## config.mk

```make
export PLATFORM = sky130hd
export DESIGN_NAME = pcc_host
export DESIGN_NICKNAME = d
export VERILOG_FILES = /design/src/verilog/pcc_host_pkg.sv /design/src/verilog/pcc_host.sv /design/src/verilog/pcc_rsp_buffer.sv
export SDC_FILE = /design/constraint.sdc
export NUM_CORES = 1
export LEC_CHECK = 0
export BUFFER_PORTS_ARGS = -buffer_cell sky130_fd_sc_hd__buf_2
export CORE_ASPECT_RATIO = 0.9
export CORE_MARGIN = 3
export CORE_UTILIZATION = 37
export CTS_BUF_LIST = sky130_fd_sc_hd__clkbuf_8
export DETAILED_ROUTE_END_ITERATION = 16
export HOLD_SLACK_MARGIN = 0.02
export PLACE_DENSITY = 0.58
export REMOVE_ABC_BUFFERS = 1
export SLEW_MARGIN = 20
export SYNTH_ARGS = -nofsm -noshare
export SYNTH_HDL_FRONTEND = slang
export SYNTH_SLANG_ARGS = --single-unit
```

## constraint.sdc

```tcl
create_clock -name clock -period 3.7 [get_ports clock]
set_input_delay 0.185 -clock clock [delete_from_list [all_inputs] [get_ports clock]]
set_output_delay 0.185 -clock clock [all_outputs]
set_load 0.02 [all_outputs]
```

## src/verilog/pcc_host_pkg.sv

```systemverilog
/*
 Shared constants and types for the card host controller.
 Assumes a 40 MHz system clock.
*/
package pcc_host_pkg;
	localparam int ADDR_W        = 11;
	localparam int DATA_W        = 16;
	localparam int BYTE_W        = 8;
	localparam int TF_SEL_W      = 3;
	localparam int BUF_DEPTH     = 2;
	localparam int CNT_W         = 4;
	localparam int CLK_PERIOD_NS = 25;
	localparam int T_SETUP_NS    = 30;
	localparam int T_STROBE_NS   = 165;
	localparam int T_HOLD_NS     = 20;

	localparam logic [TF_SEL_W-1:0] TF_DATA_REG = 3'h0;
	localparam logic [BYTE_W-1:0]   BYTE_ZERO   = 8'h00;
	localparam logic [CNT_W-1:0]    CNT_ONE     = 4'h1;

	// least times: round up, never below one cycle
	function automatic logic [CNT_W-1:0] cyc(input int t_ns);
		int c;
		c = (t_ns + CLK_PERIOD_NS - 1) / CLK_PERIOD_NS;
		if (c < 1)
			c = 1;
		cyc = CNT_W'(c);
	endfunction

	localparam logic [CNT_W-1:0] SETUP_CYC  = cyc(T_SETUP_NS);
	localparam logic [CNT_W-1:0] STROBE_CYC = cyc(T_STROBE_NS);
	localparam logic [CNT_W-1:0] HOLD_CYC   = cyc(T_HOLD_NS);

	typedef enum logic [1:0] {
		MODE_MEM = 2'h0,
		MODE_IO  = 2'h1,
		MODE_IDE = 2'h2
	} mode_t;

	typedef enum logic [1:0] {
		ST_IDLE   = 2'h0,
		ST_SETUP  = 2'h1,
		ST_STROBE = 2'h2,
		ST_HOLD   = 2'h3
	} state_t;

	typedef enum logic [1:0] {
		SB_OE   = 2'h0,
		SB_WE   = 2'h1,
		SB_IORD = 2'h2,
		SB_IOWR = 2'h3
	} strobe_t;
endpackage

```

## src/verilog/pcc_host.sv

```systemverilog
/*
 Host controller driving a flash card's parallel port in memory, I/O
 and True IDE modes. Assumes card pins are synchronous to clock.
*/
//
// Behaviour
// - IDE activity/slave-present line is two-way; host listens only.
// - outside IDE mode, host deems card inserted only when both detect inputs are low.
// - in IDE mode detect pins are ignored.
// - word access: even byte on D00-D07, odd byte on D08-D15; byte access always on D00-D07.
// - IDE task-file access byte-wide on low lane; data register 16 bits.
// - host makes I/O read strobe; bus not driven by host meanwhile.
// - memory mode writes and config writes use write-enable.
// - IDE mode holds write-enable high.
// - IDE mode holds output-enable low.
// - IDE uses A2:A0 only; higher address lines held low from the first IDE access on.
`timescale 1ns/1ps
module pcc_host
	import pcc_host_pkg::*;
(
	// clock and reset
	input  wire logic              clock,
	input  wire logic              resetn,
	// mode select
	input  wire logic [1:0]        mode,
	// command port
	input  wire logic              cmd_valid,
	output logic                   cmd_ready,
	input  wire logic              cmd_write,
	input  wire logic              cmd_cfg,
	input  wire logic              cmd_word,
	input  wire logic [ADDR_W-1:0] cmd_addr,
	input  wire logic [DATA_W-1:0] cmd_wdata,
	// read responses
	output logic                   rsp_valid,
	output logic [DATA_W-1:0]      rsp_data,
	input  wire logic              rsp_ready,
	// status
	output logic                   card_present,
	output logic                   aux_status_high,
	output logic                   drive_active,
	// card pins
	output logic [ADDR_W-1:0]      addr,
	input  wire logic [DATA_W-1:0] data_in,
	output logic [DATA_W-1:0]      data_out,
	output logic                   data_oe,
	output logic                   ce1_n,
	output logic                   ce2_n,
	output logic                   reg_n,
	output logic                   oe_n,
	output logic                   we_n,
	output logic                   iord_n,
	output logic                   iowr_n,
	input  wire logic              cd1_n,
	input  wire logic              cd2_n,
	input  wire logic              bvd2_in,
	input  wire logic              dasp_n_in,
	output logic                   dasp_n_out,
	output logic                   dasp_oe
);
	typedef struct packed {
		state_t              st;
		logic [CNT_W-1:0]    cnt;
		logic [1:0]          mode;
		strobe_t             sb;
		logic                write;
		logic                word;
		logic [ADDR_W-1:0]   addr;
		logic [DATA_W-1:0]   dout;
		logic                doe;
		logic                ce1_n;
		logic                ce2_n;
		logic                reg_n;
		logic                oe_n;
		logic                we_n;
		logic                iord_n;
		logic                iowr_n;
		logic                cmd_ready;
		logic [DATA_W-1:0]   rdata;
		logic                push;
		logic                present;
		logic                aux_hi;
		logic                dasp_act;
	} host_t;

	// strobe choice for an access
	function automatic strobe_t pick(input logic [1:0] m, input logic wr, input logic cfg);
		if (m == MODE_IDE || (m == MODE_IO && !cfg))
			pick = wr ? SB_IOWR : SB_IORD;
		else
			pick = wr ? SB_WE : SB_OE;
	endfunction

	logic [1:0] rst_sync_q;
	logic       sys_rst_n;
	host_t      s_q;
	host_t      s_d;
	logic       accept;
	logic       ide;
	logic       buf_ready;

	always_ff @(posedge clock or negedge resetn)
	begin
		if (!resetn)
			rst_sync_q <= 2'h0;
		else
			rst_sync_q <= {rst_sync_q[0], 1'b1};
	end
	assign sys_rst_n = rst_sync_q[1];

	always_comb
	begin
		s_d      = s_q;
		s_d.push = 1'b0;
		accept   = cmd_valid && s_q.cmd_ready;
		ide      = (mode == MODE_IDE);
		case (s_q.st)
			ST_IDLE:
			begin
				s_d.mode = mode;
				if (accept)
				begin
					s_d.write = cmd_write;
					s_d.sb    = pick(mode, cmd_write, cmd_cfg);
					s_d.word  = ide ? (cmd_addr[TF_SEL_W-1:0] == TF_DATA_REG) : cmd_word;
					s_d.addr  = ide ? {{(ADDR_W-TF_SEL_W){1'b0}}, cmd_addr[TF_SEL_W-1:0]}
						: cmd_addr;
					s_d.reg_n = ide || !cmd_cfg;
					s_d.ce1_n = 1'b0;
					s_d.ce2_n = ide || !s_d.word;
					s_d.dout  = s_d.word ? cmd_wdata
						: {BYTE_ZERO, cmd_wdata[BYTE_W-1:0]};
					s_d.doe   = cmd_write;
					s_d.cnt   = SETUP_CYC;
					s_d.st    = ST_SETUP;
				end
			end
			ST_SETUP:
			begin
				if (s_q.cnt == CNT_ONE)
				begin
					case (s_q.sb)
						SB_OE:   s_d.oe_n = 1'b0;
						SB_WE:   s_d.we_n = 1'b0;
						SB_IORD: s_d.iord_n = 1'b0;
						SB_IOWR: s_d.iowr_n = 1'b0;
						default: s_d.oe_n = 1'b1;
					endcase
					s_d.cnt = STROBE_CYC;
					s_d.st  = ST_STROBE;
				end
				else
					s_d.cnt = s_q.cnt - CNT_ONE;
			end
			ST_STROBE:
			begin
				if (s_q.cnt == CNT_ONE)
				begin
					s_d.oe_n   = 1'b1;
					s_d.we_n   = 1'b1;
					s_d.iord_n = 1'b1;
					s_d.iowr_n = 1'b1; // data still driven through hold
					if (!s_q.write)
					begin
						s_d.rdata = s_q.word ? data_in
							: {BYTE_ZERO, data_in[BYTE_W-1:0]};
						s_d.push  = 1'b1;
					end
					s_d.cnt = HOLD_CYC;
					s_d.st  = ST_HOLD;
				end
				else
					s_d.cnt = s_q.cnt - CNT_ONE;
			end
			ST_HOLD:
			begin
				if (s_q.cnt == CNT_ONE)
				begin
					s_d.doe   = 1'b0;
					s_d.ce1_n = 1'b1;
					s_d.ce2_n = 1'b1;
					s_d.reg_n = 1'b1;
					s_d.st    = ST_IDLE;
				end
				else
					s_d.cnt = s_q.cnt - CNT_ONE;
			end
			default:
				s_d.st = ST_IDLE;
		endcase
		if (s_d.mode == MODE_IDE)
		begin
			s_d.oe_n = 1'b0;
			s_d.we_n = 1'b1;
		end
		else if (s_q.st == ST_IDLE)
			s_d.oe_n = 1'b1;
		s_d.cmd_ready = (s_d.st == ST_IDLE) && buf_ready && !s_d.push && !s_q.push;
		s_d.present   = ide || (!cd1_n && !cd2_n);
		s_d.aux_hi    = !ide && bvd2_in;
		s_d.dasp_act  = ide && !dasp_n_in;
	end

	always_ff @(posedge clock or negedge sys_rst_n)
	begin
		if (!sys_rst_n)
		begin
			s_q        <= '0;
			s_q.st     <= ST_IDLE;
			s_q.ce1_n  <= 1'b1;
			s_q.ce2_n  <= 1'b1;
			s_q.reg_n  <= 1'b1;
			s_q.oe_n   <= 1'b1;
			s_q.we_n   <= 1'b1;
			s_q.iord_n <= 1'b1;
			s_q.iowr_n <= 1'b1;
		end
		else
			s_q <= s_d;
	end

	pcc_rsp_buffer #(
		.WIDTH (DATA_W),
		.DEPTH (BUF_DEPTH)
	) u_rsp_buffer (
		.clock     (clock),
		.rst_n     (sys_rst_n),
		.in_valid  (s_q.push),
		.in_data   (s_q.rdata),
		.in_ready  (buf_ready),
		.out_valid (rsp_valid),
		.out_data  (rsp_data),
		.out_ready (rsp_ready)
	);

	assign cmd_ready       = s_q.cmd_ready;
	assign card_present    = s_q.present;
	assign aux_status_high = s_q.aux_hi;
	assign drive_active    = s_q.dasp_act;
	assign addr            = s_q.addr;
	assign data_out        = s_q.dout;
	assign data_oe         = s_q.doe;
	assign ce1_n           = s_q.ce1_n;
	assign ce2_n           = s_q.ce2_n;
	assign reg_n           = s_q.reg_n;
	assign oe_n            = s_q.oe_n;
	assign we_n            = s_q.we_n;
	assign iord_n          = s_q.iord_n;
	assign iowr_n          = s_q.iowr_n;
	assign dasp_n_out      = 1'b1;
	assign dasp_oe         = 1'b0;
endmodule

```

## src/verilog/pcc_rsp_buffer.sv

```systemverilog
/*
 Shift-register response buffer with valid/ready on both sides.
 Assumes rst_n asserts asynchronously and is released in step with clock.
*/
`timescale 1ns/1ps
module pcc_rsp_buffer #(
	parameter int WIDTH = 16,
	parameter int DEPTH = 2
) (
	// clock and reset
	input  wire logic             clock,
	input  wire logic             rst_n,
	// fill side
	input  wire logic             in_valid,
	input  wire logic [WIDTH-1:0] in_data,
	output logic                  in_ready,
	// drain side
	output logic                  out_valid,
	output logic [WIDTH-1:0]      out_data,
	input  wire logic             out_ready
);
	localparam int CW = $clog2(DEPTH + 1);

	typedef struct packed {
		logic [DEPTH-1:0][WIDTH-1:0] mem;
		logic [CW-1:0]               cnt;
		logic                        ovalid;
		logic                        iready;
	} buf_t;

	buf_t          s_q;
	buf_t          s_d;
	logic          pop;
	logic          push;
	logic [CW-1:0] c;

	always_comb
	begin
		s_d  = s_q;
		pop  = s_q.ovalid && out_ready;
		push = in_valid && s_q.iready;
		c    = s_q.cnt;
		if (pop)
		begin
			for (int i = 0; i < DEPTH - 1; i++)
				s_d.mem[i] = s_q.mem[i+1];
			c = c - 1'b1;
		end
		if (push)
		begin
			for (int i = 0; i < DEPTH; i++)
				if (CW'(i) == c)
					s_d.mem[i] = in_data;
			c = c + 1'b1;
		end
		s_d.cnt    = c;
		s_d.ovalid = (c != '0);
		s_d.iready = (c != CW'(DEPTH));
	end

	always_ff @(posedge clock or negedge rst_n)
	begin
		if (!rst_n)
		begin
			s_q        <= '0;
			s_q.iready <= 1'b1;
		end
		else
			s_q <= s_d;
	end

	assign in_ready  = s_q.iready;
	assign out_valid = s_q.ovalid;
	assign out_data  = s_q.mem[0];
endmodule

```

-- Word-level counts from Yosys, hierarchy flattened
Cells that the tools add are included.
- equal/unequal tests: 25
- add/subtract/negate cells: 3
- multiplexer cells: 37
- reductions and logical operators: 41
- bitwise logic cells: 1
- operators with widths (cell ; count):
    $mux 16 ; 5
    $mux 35 ; 1
    $mux 33 ; 1
    $mux 4 ; 6
    $pmux 6 s4 ; 1
    $pmux 4 s2 ; 2
    $reduce_and 4->1 ; 4
    $mux 1 ; 13
    $eq 2x2->1 const B ; 6
    $mux 2 ; 6
    $ne 2x2->1 const B ; 6
    $mux 11 ; 1
    $logic_and 1x1->1 ; 10
    $logic_not 1->1 ; 8
    $logic_not 2->1 ; 4
    $ne 4x4->1 const B ; 2
    $eq 2x1->1 const B ; 3
    $mux 6 ; 1
    $ne 3x3->1 const B ; 2
    $reduce_and 2->1 ; 3
    $reduce_and 3->1 ; 2
    $reduce_bool 2->1 ; 3
    $eq 4x1->1 const B ; 1
    $logic_or 1x1->1 ; 4
    11 further kinds ; 12
- output and inout port bits: 58
- word-level logic and storage cells: 135
- flip-flop bits (word level): 106

-- Depth between registers and ports, before layout
- word-level depth: 9
- gate-level depth with buffers: 9
- depth with buffers taken out: 7

-- Cells and area by module
From an unflattened synthesis, not the netlist that was laid out.
- cells, all modules: 435
- area, all modules: 5013.6 um^2
- modules (own cells, without submodules) (module ; sequential area each (um^2) ; area an instance (um^2) ; cells each ; times used):
    pcc_host ; 1735.4 ; 3246.9 ; 295 ; 1
    pcc_rsp_buffer ; 902.1 ; 1766.7 ; 140 ; 1

-- Least setup slack after synthesis
No wires, ideal clock.
- path kind: reg2reg
- from: reg u_rsp_buffer.s_q (netlist bit u_rsp_buffer.out_valid)
- to: reg u_rsp_buffer.s_q[26] in the netlist's numbering
- cell stages (with the launch flop): 8
- setup time: 0.125 ns
- buffers on the path: 1
- data arrival time: 2.150 ns
- slack: 1.426 ns
- data required time: 3.575 ns
- clock period less this slack: 2.274 ns
- path through: dfrtp_1 nand2_1 nor2_1 xnor2_1 ha_1 nand3_1 clkbuf_1 mux2_2
- word-level cells in the longest chain between the ends: 4
- RTL lines (what ; line ; text):
    start, declared ; pcc_rsp_buffer.sv:31 ; buf_t s_q;
    $logic_and 1x1->1 ; pcc_rsp_buffer.sv:40 ; pop = s_q.ovalid && out_ready;
    $mux 2 ; pcc_rsp_buffer.sv:43 ; if (pop)
    $eq 1x2->1 ; pcc_rsp_buffer.sv:52 ; if (CW'(i) == c)
    $reduce_and 2->1 (no source line) ; -- ;
Every way passes these cells.
A chain may end at the register's enable or synchronous reset.

-- Worst setup path in the final report
- from: reg u_rsp_buffer.s_q (netlist bit u_rsp_buffer.out_valid)
- to: reg u_rsp_buffer.s_q[32] in the netlist's numbering
The elaborated chain is that of the path after synthesis.

==> reports/qor.txt <==
CTS tree: built
Largest net degree at the start of global routing: 52
Clk_skew: 0.006947 ns
Met2 Use GR: 0.2260
Vias in the first global route: 3433
Xor/xnor share of the synthesized area: 0.005410
CP delay by family, top: simple AND/OR/NAND/NOR gates
Initial core utilization: 0.3799
Bufs and invs on worst path: 1
Ant. Diodes: 0
Final TNS setup: 0 ns
Vias/cell: 4.855
Crit path DAT: 2.98 ns
Worst min-delay path class: in2reg
Pwr/cell area: 701.4 mW/mm^2
Vias: 3374
Tmin final: 2.718 ns
Fin crit share: 0.7346
Row count: 39
Synth area leaders: dfrtp_1 (50%), mux2_2 (8.3%), buf_4 (7.0%)
Nets: 592
Fmax: 367.9 MHz
Chip Width: 126.8 microns
Worst Tran Pin Value: 1.011 ns
Layout cells sized above 1: 0.3484
Placed inst area: 0.005231 sq mm
WP data required: 3.96 ns
Final Hold Fails: 0
Grt met3 use: 0.04897
Status: complete, no violations
Root buffer cell: clkbuf_8
Latest clock arrival within the worst-skew pair: 0.37 ns
GRT Overall Usage: 0.1464
Final setup violation count: 0
CTS sink cnt: 105
DRC errors left: 0
Vert. Die Dim: 114.7 microns
Worst-path cell chain: nand2_1 -> buf_4 -> nor2_1 -> xnor2_1 -> ha_1 -> nand3_1 -> mux2_2
Top-area cell type share of the netlist area: 0.4997
DRT Wirelength: 10.27 mm
Port bufs: 111
Max Slew Vio Count: 0
Global route hottest layer: met2
Post-synthesis sequential area ratio: 0.5430
Post-synth cell types: 50
Critical path peak fanout: 18
Synth-to-Final Area Change: 17.54%
CTS Buf Count: 9
Worst setup EP type: flop
Syn_area_per_cell: 11.17 sq um
Number of synthesized flops with an enable pin: 0
Design area: 0.005709 sq mm
Mapped Cells: 435
Rel. slew slack: 0.3260
Drt initial violations: 150
P_leak: 2.857 nW
Synth Register Bits: 105
RSZ-0062 raised after global routing: false
Pwr Total: 4.004 mW
Largest family of logic cells by synthesized area: multiplexers
Cell with the most instances after synthesis: dfrtp_1
Maxcap violations: 0
Max clock buf depth: 2
Routed Antenna Nets: 0
Post-synth top cells: dfrtp_1 (97), nand2_1 (58), buf_4 (45)
Mapped Area: 0.004857 sq mm
Die area: 0.01454 sq mm
Post-DR wirelength/cell: 14.77 microns
Max stage delay on crit path: 0.60 ns
Slowest cell on crit path: nand3_1
Post-synthesis mux area share: 0.1234
Adder-Cell Fraction of Synth Area: 0.02576
RePlAce Congestion: 0.7661
FILL cells: 1179
# IOs: 114
Clock slew seen by the registers of the worst setup and hold paths: 0.10 ns
GR met1 Demand/Resource: 0.1946
Pre-Repair DR Iteration Count: 4
Path type of the worst setup path: reg2reg
Yosys warning total: 0
Post-synth top area cell: dfrtp_1
Initial antenna violation count: 0
Post-synthesis compound-gate area fraction: 0.1144
Setup crit start kind: flop
VDD IR max: 0.0003431 V
Simple-gate portion of the synthesized area: 0.09145
Global-route wire length before repair: 16.99 mm
Aggregate global routing overflow: 0
Placeable core area: 0.01278 sq mm
H-tree levels: 3
FFs w/ async S/R, synth: 1.000
Dominant synthesized flop cell: dfrtp_1
Detail Placement HPWL: 6.949 mm
Post-CTS resize count: 0
[layout by cell type (no fill, tap or decap), drive strengths merged, types with 11 or more instances in the layout]
master and count:
mux2 39, dfrtp 97, nor2 20, dlygate4sd3 29
clkbuf 11, mux2i 16, nand2 58, a21oi 18
o21ai 42, buf 116
[power by group]
part	internal (mW)	switching [mW]
registers	1.50	0.225
logic	0.660	0.933
clock network	0.286	0.402
[metal layers]
metal  vias to the layer above  share of wire
met3                        12          0.066
li1                       1622              -
met1                      1630           0.47
met5                         -              0
met2                       110           0.45
met4                         0          0.012
[final timing paths]
kind                                            endpoint  slack (ns)  cells after the start                   start
worst max register to register      u_rsp_buffer.s_q[32]        0.98                      7  u_rsp_buffer.out_valid
worst min register to register              data_out[13]        0.25                      0           rst_sync_q[1]
max in group asynchronous       u_rsp_buffer.out_data[1]        2.48                      1           rst_sync_q[1]
min in group asynchronous                  rst_sync_q[1]        0.11                      2                  resetn
worst min-delay path                              s_q[7]        0.05                      2              data_in[3]
worst max-delay path                u_rsp_buffer.s_q[32]        0.98                      7  u_rsp_buffer.out_valid
[cell type report]
class	instances	area, sq um	area share
well taps	164	205.2	0.03594
inverters	8	30.03	0.005260
multi-input cells	257	1762	0.3086
clock buffers	11	151.4	0.02652
clock inverters	5	36.28	0.006355
repair buffers	145	883.3	0.1547
flip-flops and latches	105	2641	0.4626
[sequential cells by signal, summed over array words and instances, names as in the netlist, 2 cells and up]
| signal | flops |
|---|---|
| u_rsp_buffer.s_q | 18 |
| s_q | 28 |
| u_rsp_buffer.out_data | 16 |
| data_out | 16 |
| rst_sync_q | 2 |
| addr | 11 |
[timing repair]
action                    in CTS  in global routing
hold endpoints to repair      29                  0
setup buffers                  0                  0
hold buffers                  29                  0
[worst reg2reg max path, stage by stage, from the launching register on]
cell and delay (ns):
dfrtp_1 0.38, nand2_1 0.06, buf_4 0.31, nor2_1 0.11
xnor2_1 0.39, ha_1 0.23, nand3_1 0.60, mux2_2 0.53
[metrics by stage]
step	util	std cells	hold slack, ns	setup WS (ns)
global placement	0.4092	650	-0.02981	1.091
CTS	0.4466	695	0.02043	0.9069
finish	0.4466	695	0.04774	0.9822
detailed placement	0.4092	650	-0.02687	0.9384
global route	0.4466	695	0.02566	0.6993
floorplan	-	370	-0.1106	0.5724
[kinds of logic after synthesis]
family | Yosys count
flip-flops | 105
AND/OR/NAND/NOR | 100
AO/OA/AOI/OAI | 86
buffers and inverters | 74
multiplexers | 55
adder cells (fa/ha/maj) | 10
XOR/XNOR | 3
other | 2
Power figures use the tool's default switching activity.
